[config.mk]
export PLATFORM = sky130hd
export DESIGN_NAME = ring_wake_filter_gpio_cfg
export DESIGN_NICKNAME = d
export VERILOG_FILES = /design/src/hw/ring_wake_pkg.sv /design/src/hw/ring_filter_if.sv /design/src/hw/ring_filter_chan.sv /design/src/hw/ring_wake_filter_gpio_cfg.sv
export SDC_FILE = /design/constraint.sdc
export NUM_CORES = 1
export LEC_CHECK = 0
export BUFFER_PORTS_ARGS = -buffer_cell sky130_fd_sc_hd__buf_4
export CORE_ASPECT_RATIO = 1.1
export CORE_MARGIN = 1
export CORE_UTILIZATION = 36
export CTS_BUF_LIST = sky130_fd_sc_hd__clkbuf_4 sky130_fd_sc_hd__clkbuf_8 sky130_fd_sc_hd__clkbuf_16
export CTS_CLUSTER_DIAMETER = 40
export DETAILED_ROUTE_END_ITERATION = 10
export GPL_TIMING_DRIVEN = 0
export SYNTH_ARGS = -nofsm -noshare
export SYNTH_HDL_FRONTEND = slang
export SYNTH_SLANG_ARGS = --single-unit
[constraint.sdc]
create_clock -name clock -period 9.01 [get_ports clock]
set_clock_uncertainty 0.05 [all_clocks]
set_input_delay 1.802 -clock clock [delete_from_list [all_inputs] [get_ports clock]]
set_output_delay 1.802 -clock clock [all_outputs]
set_load 0.03 [all_outputs]
[src/hw/ring_wake_pkg.sv]
package ring_wake_pkg;
    // =====================================================================
    // Register map.
    localparam logic [7:0] RING_FILTER_SELECT_OFS = 8'hC6;
    localparam logic [7:0] PIN_A_CONFIG_OFS = 8'hE0;
    localparam logic [7:0] PIN_B_CONFIG_OFS = 8'hE1;
    localparam logic [7:0] WAKE_STATUS_OFS = 8'hF0;
    localparam logic [7:0] IRQ_STATUS_OFS = 8'hF1;
    localparam logic [7:0] IRQ_MASK_OFS = 8'hF2;
    localparam logic [7:0] PIN_LEVEL_OFS = 8'hF3;
    localparam logic [7:0] PIN_OUT_OFS = 8'hF4;
    // =====================================================================
    // Reset values.
    localparam logic [7:0] RING_FILTER_SELECT_RST = 8'h00;
    localparam logic [7:0] PIN_CONFIG_RST = 8'h01;
    // =====================================================================
    // Field positions of the pin configuration registers.
    localparam int CFG_DIR_BIT = 0;
    localparam int CFG_POL_BIT = 1;
    localparam int CFG_GRP_BIT = 2;
    localparam int CFG_FN_LO_BIT = 3;
    localparam int CFG_FN_HI_BIT = 4;
    localparam int CFG_OD_BIT = 7;
    localparam logic [7:0] PIN_A_CFG_MASK = 8'h8F;
    localparam logic [7:0] PIN_B_CFG_MASK = 8'h9F;
    localparam logic [7:0] RING_SEL_MASK = 8'h07;
    localparam logic [1:0] FN_B_GPIO = 2'h0;
    localparam logic [1:0] FN_B_RING = 2'h1;
    localparam logic [1:0] FN_B_EDGE_IRQ = 2'h2;
    // =====================================================================
    // Interrupt status layout.
    localparam int IRQ_RING_WAKE_BIT = 0;
    localparam int IRQ_SER_A_BIT = 1;
    localparam int IRQ_SER_B_BIT = 2;
    localparam int IRQ_PIN_B_EDGE_BIT = 3;
    localparam int IRQ_GROUP_BIT = 4;
    localparam int IRQ_WIDTH = 5;
    // =====================================================================
    // Timing: a train of at least 15 Hz has edges no more than about 67 ms apart.
    localparam longint CLOCK_HZ = 64'd20000000;
    localparam longint RING_GAP_MS = 64'd67;
    localparam longint RING_GAP_CYCLES = (CLOCK_HZ * RING_GAP_MS) / 64'd1000;
    localparam longint RING_QUALIFY_MS = 64'd200;
    localparam longint RING_QUALIFY_CYCLES = (CLOCK_HZ * RING_QUALIFY_MS) / 64'd1000;
endpackage : ring_wake_pkg

[src/hw/ring_filter_if.sv]
`timescale 1ns/1ps
`default_nettype none
interface ring_filter_if;
    logic filterOn;
    logic ringSync;
    logic ringOut_n;
    logic trigger;
    modport ctrl (output filterOn, output ringSync, input ringOut_n, input trigger);
    modport filt (input filterOn, input ringSync, output ringOut_n, output trigger);
endinterface : ring_filter_if
`default_nettype wire

[src/hw/ring_filter_chan.sv]
`timescale 1ns/1ps
`default_nettype none
module ring_filter_chan #(
    parameter longint GAP_CYCLES = ring_wake_pkg::RING_GAP_CYCLES,
    parameter longint QUALIFY_CYCLES = ring_wake_pkg::RING_QUALIFY_CYCLES
) (
    input wire logic clock,
    input wire logic rst,
    input wire logic clkEn,
    ring_filter_if.filt rf
);
    // The counters are 24 bits wide, so larger counts cannot be served.
    if (GAP_CYCLES < 1 || QUALIFY_CYCLES < 1 || GAP_CYCLES >= 64'd16777216
        || QUALIFY_CYCLES >= 64'd16777216) begin : g_badCounts
        $error("ring_filter_chan: counts out of range");
    end

    localparam logic [23:0] GAP_C = 24'(GAP_CYCLES);
    localparam logic [23:0] QUAL_C = 24'(QUALIFY_CYCLES);

    logic prev_r;
    logic active_r;
    logic [23:0] gap_r;
    logic [23:0] run_r;
    logic qualified_r;
    logic outN_r;
    logic trig_r;

    // A falling edge on the already synchronised ring level.
    wire fallEdge = prev_r & ~rf.ringSync;
    wire gapExpired = active_r && (gap_r == GAP_C);
    wire qualifyNow = active_r && !qualified_r && (run_r == QUAL_C);
    // Raw mode passes each falling edge; filtered mode fires once a train qualifies.
    wire trigNxt = rf.filterOn ? qualifyNow : fallEdge;
    // Raw mode shows the synchronised ring level, so it is high while the line idles.
    wire outNNxt = rf.filterOn ? ~(qualified_r | qualifyNow) | gapExpired : rf.ringSync;

    always_ff @(posedge clock or posedge rst) begin
        if (rst) begin
            prev_r <= 1'b1;
            active_r <= 1'b0;
            gap_r <= 24'h000000;
            run_r <= 24'h000000;
            qualified_r <= 1'b0;
            outN_r <= 1'b1;
            trig_r <= 1'b0;
        end else if (clkEn) begin
            prev_r <= rf.ringSync;
            outN_r <= outNNxt;
            trig_r <= trigNxt;
            if (fallEdge) begin
                active_r <= 1'b1;
                gap_r <= 24'h000000;
            end else if (gapExpired || !rf.filterOn) begin
                active_r <= 1'b0;
            end else if (active_r) begin
                gap_r <= gap_r + 24'h000001;
            end
            if (!active_r || !rf.filterOn || gapExpired) begin
                run_r <= 24'h000000;
                qualified_r <= 1'b0;
            end else if (qualifyNow) begin
                qualified_r <= 1'b1;
            end else if (!qualified_r) begin
                run_r <= run_r + 24'h000001;
            end
        end
    end

    assign rf.ringOut_n = outN_r;
    assign rf.trigger = trig_r;
endmodule : ring_filter_chan
`default_nettype wire

[src/hw/ring_wake_filter_gpio_cfg.sv]
`timescale 1ns/1ps
`default_nettype none
module ring_wake_filter_gpio_cfg #(
    parameter longint RING_GAP_CYCLES = ring_wake_pkg::RING_GAP_CYCLES,
    parameter longint RING_QUALIFY_CYCLES = ring_wake_pkg::RING_QUALIFY_CYCLES
) (
    input wire logic clock,
    input wire logic rst,
    input wire logic clkEn,
    input wire logic [7:0] regAddr,
    input wire logic [7:0] regWrData,
    input wire logic regWrite,
    input wire logic regRead,
    output logic [7:0] regRdData,
    input wire logic ringWakeIn_n,
    input wire logic serialRingInA_n,
    input wire logic serialRingInB_n,
    input wire logic sysMgmtInt_n,
    input wire logic wakeLevelSrc,
    input wire logic wakeEdgeSrc,
    input wire logic auxPinAIn,
    output logic auxPinAOut,
    output logic auxPinAOe,
    input wire logic auxPinBIn,
    output logic auxPinBOut,
    output logic auxPinBOe,
    output logic ringIndicate_n,
    output logic powerOnReq,
    output logic groupIrq,
    output logic irq
);
    // =====================================================================
    // Input synchronisers.
    logic [4:0] sync1_r;
    logic [4:0] sync2_r;
    wire [4:0] rawIn = {auxPinBIn, auxPinAIn, serialRingInB_n, serialRingInA_n, ringWakeIn_n};

    always_ff @(posedge clock or posedge rst) begin
        if (rst) begin
            sync1_r <= 5'h1F;
            sync2_r <= 5'h1F;
        end else if (clkEn) begin
            sync1_r <= rawIn;
            sync2_r <= sync1_r;
        end
    end

    // =====================================================================
    // Configuration registers.
    localparam int IRQ_W = ring_wake_pkg::IRQ_WIDTH;
    logic [7:0] ringSel_r;
    logic [7:0] cfgA_r;
    logic [7:0] cfgB_r;
    logic [1:0] pinOut_r;
    logic [IRQ_W-1:0] irqMask_r;
    logic [IRQ_W-1:0] irqStat_r;
    logic [1:0] wakeLatch_r;
    logic [7:0] rdData_r;

    wire selRing = regAddr == ring_wake_pkg::RING_FILTER_SELECT_OFS;
    wire selCfgA = regAddr == ring_wake_pkg::PIN_A_CONFIG_OFS;
    wire selCfgB = regAddr == ring_wake_pkg::PIN_B_CONFIG_OFS;
    wire selWake = regAddr == ring_wake_pkg::WAKE_STATUS_OFS;
    wire selStat = regAddr == ring_wake_pkg::IRQ_STATUS_OFS;
    wire selMask = regAddr == ring_wake_pkg::IRQ_MASK_OFS;
    wire selLevel = regAddr == ring_wake_pkg::PIN_LEVEL_OFS;
    wire selOut = regAddr == ring_wake_pkg::PIN_OUT_OFS;

    // =====================================================================
    // Ring filter channels: ring wake input, serial ring A, serial ring B.
    wire [2:0] ringOutN;
    wire [2:0] ringTrig;
    wire pinBRing = cfgB_r[4:3] == ring_wake_pkg::FN_B_RING;

    genvar gi;
    generate
        for (gi = 0; gi < 3; gi++) begin : g_chan
            ring_filter_if rfi ();
            // Pin B joins the ring wake input when it is set to ring function; either line low is a ring.
            if (gi == 0) begin : g_src
                assign rfi.ringSync = sync2_r[0] & (~pinBRing | sync2_r[4]);
            end else begin : g_src
                assign rfi.ringSync = sync2_r[gi];
            end
            assign rfi.filterOn = ringSel_r[gi];
            assign ringOutN[gi] = rfi.ringOut_n;
            assign ringTrig[gi] = rfi.trigger;
            ring_filter_chan #(
                .GAP_CYCLES(RING_GAP_CYCLES),
                .QUALIFY_CYCLES(RING_QUALIFY_CYCLES)
            ) u_chan (
                .clock(clock),
                .rst(rst),
                .clkEn(clkEn),
                .rf(rfi.filt)
            );
        end
    endgenerate

    // =====================================================================
    // Pin logic.
    wire pinALogic = sync2_r[3] ^ cfgA_r[ring_wake_pkg::CFG_POL_BIT];
    wire pinBLogic = sync2_r[4] ^ cfgB_r[ring_wake_pkg::CFG_POL_BIT];
    logic pinBPrev_r;
    wire pinBEdge = (pinBLogic != pinBPrev_r)
        && (cfgB_r[4:3] == ring_wake_pkg::FN_B_EDGE_IRQ);
    // Reserved function 11 drives nothing and reads as general I/O input.
    wire pinAFnSmi = cfgA_r[ring_wake_pkg::CFG_FN_LO_BIT];
    wire pinBGpio = cfgB_r[4:3] == ring_wake_pkg::FN_B_GPIO;
    wire pinALevel = pinAFnSmi ? sysMgmtInt_n : (pinOut_r[0] ^ cfgA_r[1]);
    wire pinBLevel = pinOut_r[1] ^ cfgB_r[1];
    wire pinADrive = pinAFnSmi || !cfgA_r[ring_wake_pkg::CFG_DIR_BIT];
    wire pinBDrive = pinBGpio && !cfgB_r[ring_wake_pkg::CFG_DIR_BIT];
    wire groupNow = (cfgA_r[ring_wake_pkg::CFG_GRP_BIT] & cfgA_r[0] & pinALogic)
        | (cfgB_r[ring_wake_pkg::CFG_GRP_BIT] & cfgB_r[0] & pinBLogic);

    // Open drain drives only the low level; the pin floats otherwise.
    assign auxPinAOut = pinALevel;
    assign auxPinAOe = pinADrive && !(cfgA_r[ring_wake_pkg::CFG_OD_BIT] && pinALevel);
    assign auxPinBOut = pinBLevel;
    assign auxPinBOe = pinBDrive && !(cfgB_r[ring_wake_pkg::CFG_OD_BIT] && pinBLevel);
    assign groupIrq = groupNow;

    // =====================================================================
    // Wake events: bit 0 is first class (ring), bit 1 third class (edge source).
    logic wakeEdgePrev_r;
    wire wakeEdgeRise = wakeEdgeSrc & ~wakeEdgePrev_r;
    wire anyRingTrig = |ringTrig;
    wire wakeRead = regRead && selWake;
    assign powerOnReq = wakeLatch_r[0] | wakeLevelSrc;
    assign ringIndicate_n = &ringOutN;

    // =====================================================================
    // Interrupt status: set wins over a write-one clear in the same cycle.
    wire [IRQ_W-1:0] irqEvents = {groupNow, pinBEdge, ringTrig[2], ringTrig[1], ringTrig[0]};
    wire statWrite = regWrite && selStat;
    wire [IRQ_W-1:0] statClr = statWrite ? regWrData[IRQ_W-1:0] : {IRQ_W{1'b0}};
    assign irq = |(irqStat_r & irqMask_r);

    // =====================================================================
    // Read data, one cycle after the strobe; unmapped offsets read zero.
    wire [7:0] rdMux =
        selRing ? ringSel_r :
        selCfgA ? cfgA_r :
        selCfgB ? cfgB_r :
        selWake ? {6'h00, wakeLatch_r} :
        selStat ? {3'h0, irqStat_r} :
        selMask ? {3'h0, irqMask_r} :
        selLevel ? {6'h00, pinBLogic, pinALogic} :
        selOut ? {6'h00, pinOut_r} : 8'h00;
    assign regRdData = rdData_r;

    always_ff @(posedge clock or posedge rst) begin
        if (rst) begin
            ringSel_r <= ring_wake_pkg::RING_FILTER_SELECT_RST;
            cfgA_r <= ring_wake_pkg::PIN_CONFIG_RST;
            cfgB_r <= ring_wake_pkg::PIN_CONFIG_RST;
            pinOut_r <= 2'h0;
            irqMask_r <= {IRQ_W{1'b0}};
        end else if (clkEn && regWrite) begin
            if (selRing) begin
                ringSel_r <= regWrData & ring_wake_pkg::RING_SEL_MASK;
            end else if (selCfgA) begin
                cfgA_r <= regWrData & ring_wake_pkg::PIN_A_CFG_MASK;
            end else if (selCfgB) begin
                cfgB_r <= regWrData & ring_wake_pkg::PIN_B_CFG_MASK;
            end else if (selMask) begin
                irqMask_r <= regWrData[IRQ_W-1:0];
            end else if (selOut) begin
                pinOut_r <= regWrData[1:0];
            end
        end
    end

    always_ff @(posedge clock or posedge rst) begin
        if (rst) begin
            irqStat_r <= {IRQ_W{1'b0}};
            wakeLatch_r <= 2'h0;
            wakeEdgePrev_r <= 1'b0;
            // Matches the synchroniser's reset level, so no false edge follows reset.
            pinBPrev_r <= 1'b1;
            rdData_r <= 8'h00;
        end else if (clkEn) begin
            irqStat_r <= (irqStat_r & ~statClr) | irqEvents;
            // A read clears the latch, but an event in that cycle is kept.
            wakeLatch_r[0] <= (wakeLatch_r[0] & ~wakeRead) | anyRingTrig;
            wakeLatch_r[1] <= (wakeLatch_r[1] & ~wakeRead) | wakeEdgeRise;
            wakeEdgePrev_r <= wakeEdgeSrc;
            pinBPrev_r <= pinBLogic;
            rdData_r <= regRead ? rdMux : 8'h00;
        end
    end
endmodule : ring_wake_filter_gpio_cfg
`default_nettype wire

# Word-level counts from Yosys, hierarchy flattened
# Cells that the tools add are included.
[totals]
register_bits = 207
inputBits = 29
out_inout_bits = 16
wordCells = 226
[op_classes]
addsub = 6
eq_ne = 26
n_mux = 47
bitwise_logic = 43
n_reduce_logical = 71
[ops]
columns = ["cell", "count"]
rows = [
  ["$mux W24", 18],
  ["$add A24 B1 Y24 const B", 6],
  ["$eq A24 B21 Y1 const B", 3],
  ["$eq A24 B22 Y1 const B", 3],
  ["$eq A8 B8 Y1 const B", 8],
  ["$mux W8", 4],
  ["$reduce_and A3 Y1", 8],
  ["$mux W5", 4],
  ["$mux W1", 19],
  ["$logic_and A1 B1 Y1", 18],
  ["$reduce_bool A2 Y1", 9],
  ["$reduce_and A2 Y1", 7],
  ["$logic_not A1 Y1", 13],
  ["$not A1 Y1", 13],
  ["$ne A2 B2 Y1 const B", 6],
  ["$and A1 B1 Y1", 11],
  ["$or A1 B1 Y1", 11],
  ["$and A5 B5 Y5", 2],
  ["$logic_or A1 B1 Y1", 10],
  ["$ne A2 B1 Y1 const B", 3],
  ["$reduce_and A6 Y1", 1],
  ["$not A5 Y5", 1],
  ["$or A5 B5 Y5", 1],
  ["$reduce_and A5 Y1", 1],
  ["other kinds (9)", 13],
]

# Depth between registers and ports, before layout
[logic_depth]
ltp_word = 10
mapped_depth = 9
mapped_depth_nobuf = 7

# Modules after synthesis
# Synthesis repeated with hierarchy kept, for this count alone.
[unflattened]
cells_unflattened = 1334
area_unflattened_um2 = 12351.8
[by_module_without_submodules]
columns = ["mod", "n_inst", "cells_each", "area_each_um2", "seq_area_each_um2"]
rows = [
  ["ring_filter_chan at g_chan[0].u_chan ...", 2, 379, 3345.7, 1328.8],
  ["ring_filter_chan at g_chan[2].u_chan", 1, 372, 3276.9, 1328.8],
  ["ring_wake_filter_gpio_cfg", 1, 204, 2383.5, 1167.4],
]

# Worst setup path before layout
# OpenSTA, ideal clock, no wires.
[synth_path]
kind = "input to output"
start = "input sysMgmtInt_n"
end = "output auxPinAOe"
arrival_ps = 2838
required_ps = 7158
slack_ps = 4320
path_stages = 3
path_buffers = 0
path_cell_list = "nand2_1 o21ai_0 a21oi_1"
[synth_between]
elab_chain_cells = 4
[synth_lines]
columns = ["item", "line_no", "rtl"]
rows = [
  ["start: declaration", "ring_wake_filter_gpio_cfg.sv:18", "input wire logic sysMgmtInt_n,"],
  ["$mux W1", "ring_wake_filter_gpio_cfg.sv:110", "wire pinALevel = pinAFnSmi ? sysMgmtInt_n : (pinOut_r[0] ^ cfgA_r[1]);"],
  ["via auxPinAOut", "ring_wake_filter_gpio_cfg.sv:22", "output logic auxPinAOut,"],
  ["$logic_and A1 B1 Y1", "ring_wake_filter_gpio_cfg.sv:119", "assign auxPinAOe = pinADrive && !(cfgA_r[ring_wake_pkg::CFG_OD_BIT] && pinALevel);"],
  ["$logic_not A1 Y1", "ring_wake_filter_gpio_cfg.sv:119", ""],
  ["$logic_and A1 B1 Y1", "ring_wake_filter_gpio_cfg.sv:119", ""],
  ["end: declaration", "ring_wake_filter_gpio_cfg.sv:23", "output logic auxPinAOe,"],
]
# The timed path passes the listed nets, and every way through them passes these cells.

# Worst setup path after layout
[layout_path]
start = "input clkEn"
end = "register rdData_r[1] (netlist: regRdData[1])"
[layout_lines]
columns = ["item", "line_no", "rtl"]
rows = [
  ["start: declaration", "ring_wake_filter_gpio_cfg.sv:9", "input wire logic clkEn,"],
  ["end signal: assignment", "ring_wake_filter_gpio_cfg.sv:190", "rdData_r <= regRead ? rdMux : 8'h00;"],
  ["end: declaration", "ring_wake_filter_gpio_cfg.sv:58", "logic [7:0] rdData_r;"],
]
# No word-level cell between the ends.

==> metrics <==
outcome=completed; Tot GR Track Use=approximately a fifth; register area share after synthesis=approximately 44%; Setup WS pre-CTS=about 4.2 ns; vias in the first global route=~10000; Async SR Flop Fraction=between 90% and 100%; Initial DRC Count=slightly below 700; Post-CTS Resized=0; Clock Tree Buf Depth=3; Tmin final=roughly 4.3 ns; latest clock arrival within the worst-skew pair=slightly above 0.5 ns; Yosys top cell area share=roughly 40%; Slew headroom=a little under a third; clock buffer count from CTS=34; Cell Area, Placed=12500 sq um; die area=~33000 sq um; setup total negative slack=0 ns; Final Instance Area=about 14000 sq um; Final HPWL DP=~22000 um; most common cell in the netlist=dfrtp_1; Critical Path Source Type=input pin; total gr overflow=0; Core ar.=31600 sq um; ant diodes=0; synthesized area per cell=between 9 and 10 sq um; post-synthesis instance area=between 10000 and 15000 sq um; Max VDD drop=125 uV; H-Tree Depth=2; pin count of the biggest net entering global routing=around 130; post-DR wirelength/cell=between 15 and 20 um; crit path max fanout=10; #FFs+latches synth=a little over 200; Final Max Tran Viols=0; port buffer count=39; I/O pin total=45; fin crit share=roughly half; area leader, netlist=dfrtp_1; Slew @ Worst Pin=1.02 ns; Worst-path clk slew=0.05 ns; final WL=approximately 31000 um; clock root cell=clkbuf_16; dominant cells by area after synthesis=dfrtp_1 (40%), dfstp_2 (4.3%), mux2_2 (3.7%); Post-DRT Antenna Nets=0; DR vias/cell=~5.7; critical path type=input pin to flop; initial core utilization=between 30% and 40%; initial antenna violation count=0; first-pass GRT wire length=about 52000 um; Total Power=2410 uW; share of layout cells above drive strength 1=around 15%; Rows=slightly below 70; routability cong.=around 0.9; CP arrival=4.64 ns; Final Hold Vio Count=0; final net count=roughly 1300; Worst Slack Setup Final=approximately 4.7 ns; CTS tree=built; Residual DRC=0; Setup-failing EPs final=0; endpoint class of the critical path=flop; chip width=roughly 170 um; Die Y=190 um; post-synthesis cell count=~1200; CP Data Required Time=between 9 and 10 ns; setup bufs post-CTS=0; hold crit path type=flop to flop; via count=approximately 10000; hold buffers post-CTS=0; DRT Pass-1 Iters=5; Hold WS=around 0.43 ns; Post-synth EDFFs=0; Warnings, synthesis=0; Leakage Power=between 0.005 and 0.006 uW; RSZ-0062 raised after global routing=no; pwr/cell area=~180 nW/um^2; leading register cell type out of synthesis=dfrtp_1; Area Overhead vs Synth=16.8%; Yosys cell types=83; Num Clock Sinks=between 200 and 250; commonest cells in the netlist=dfrtp_1 (186), nor2_1 (95), nand2_1 (92); number of max-cap violations=0; fmax=231 MHz
-- registers in the layout (all words and copies together), names as in the netlist --
name                        count
sync2_r                         5
g_chan.u_chan.active_r          3
pinOut_r                        2
g_chan.u_chan.prev_r            3
g_chan.u_chan.rf.ringOut_n      3
regRdData                       6
g_chan.u_chan.run_r            72
wakeEdgePrev_r                  1
irqMask_r                       5
pinBPrev_r                      1
cfgB_r                          6
sync1_r                         5
g_chan.u_chan.rf.trigger        3
ringSel_r                       3
g_chan.u_chan.gap_r            72
wakeLatch_r                     2
g_chan.u_chan.qualified_r       3
cfgA_r                          5
irqStat_r                       5
-- final timing paths --
kind	slack [ns]	endpoint	startpoint	cells past startpoint
max	4.68	regRdData[1]$_DFFE_PP0P_	clkEn	6
min	0.43	g_chan[1].u_chan.rf.ringOut_n$_DFFE_PP1P_	g_chan[1].u_chan.rf.ringOut_n$_DFFE_PP1P_	2
max reg2reg	5.98	g_chan[1].u_chan.run_r[2]$_DFFE_PP0P_	g_chan[1].u_chan.gap_r[0]$_DFFE_PP0P_	9
min reg2reg	0.43	g_chan[1].u_chan.rf.ringOut_n$_DFFE_PP1P_	g_chan[1].u_chan.rf.ringOut_n$_DFFE_PP1P_	2
max in group asynchronous	6.59	cfgB_r[7]$_DFFE_PP0P_	rst	3
min in group asynchronous	1.30	g_chan[1].u_chan.gap_r[17]$_DFFE_PP0P_	rst	2
-- metal layers --
| metal | vias to the layer above | part of all wire (%) | global-route usage (%) | wire, um |
|---|---|---|---|---|
| met2 | 237 | 48 | 32.3 | 15000 |
| li1 | 4732 | - | - | - |
| met4 | 0 | 2.4 | 6.64 | 746 |
| met5 | - | 0 | 0 | 0 |
| met1 | 4940 | 45 | 26.2 | 14300 |
| met3 | 60 | 4.4 | 2.77 | 1370 |
-- cells in the final DEF (no fill, tap or decap), types with 13 or more instances in the layout --
cell type and count:
or3_1 19, mux2_2 38, dfstp_2 19, nor4_1 23
or4_1 23, o31ai_1 13, nor2_1 95, nand4_1 40
o21bai_1 13, dfrtp_1 186, nand2_1 92, xor2_1 25
inv_1 54, xnor2_1 18, clkbuf_16 34, a21o_1 25
and4_1 14, clkbuf_1 34, and3_1 18, a21oi_1 67
mux2i_1 27, o21ai_0 68, nor3_1 28, buf_4 41
nand3_1 56
-- through the flow --
stage / utilization, % / cells
floorplan: - / 1231
global placement: 39.4 / 1690
detailed placement: 39.5 / 1691
CTS: 42.9 / 1750
global route: 42.9 / 1750
finish: 42.9 / 1750
-- power by group --
group	total, uW	switching [uW]	internal (uW)
Sequential	992	31.8	961
Combinational	173	110	62.7
Clock	1240	460	784
-- cell families (layout without fill, tap and decap cells) --
group	after synthesis	count (layout)	share of synthesized area, %
adders and majority gates	12	12	1.29
muxes	65	65	6.02
AOI/OAI and AO/OA	301	301	17.6
DFF	205	205	44.4
buffers and inverters	111	210	3.90
and+or+nand+nor	492	492	23.5
other	1	2	0.0323
xor gates and xnor gates	43	43	3.25
-- worst max-delay path, stage by stage --
cell and delay (ns):
clkbuf_1 0.59, clkbuf_1 0.57, clkbuf_1 0.47, clkbuf_1 0.52
clkbuf_1 0.51, o32ai_1 0.15
-- cell type report --
type	instances	area, sq um
fillers	3049	18000
multi-input cells	915	6000
flip-flops and latches	205	5150
clock buffers	45	965
well taps	420	526
repair buffers	40	320
plain buffers	56	246
inverters	55	214
clock inverters	14	125
No activity file was read; power rests on OpenSTA's default activity.
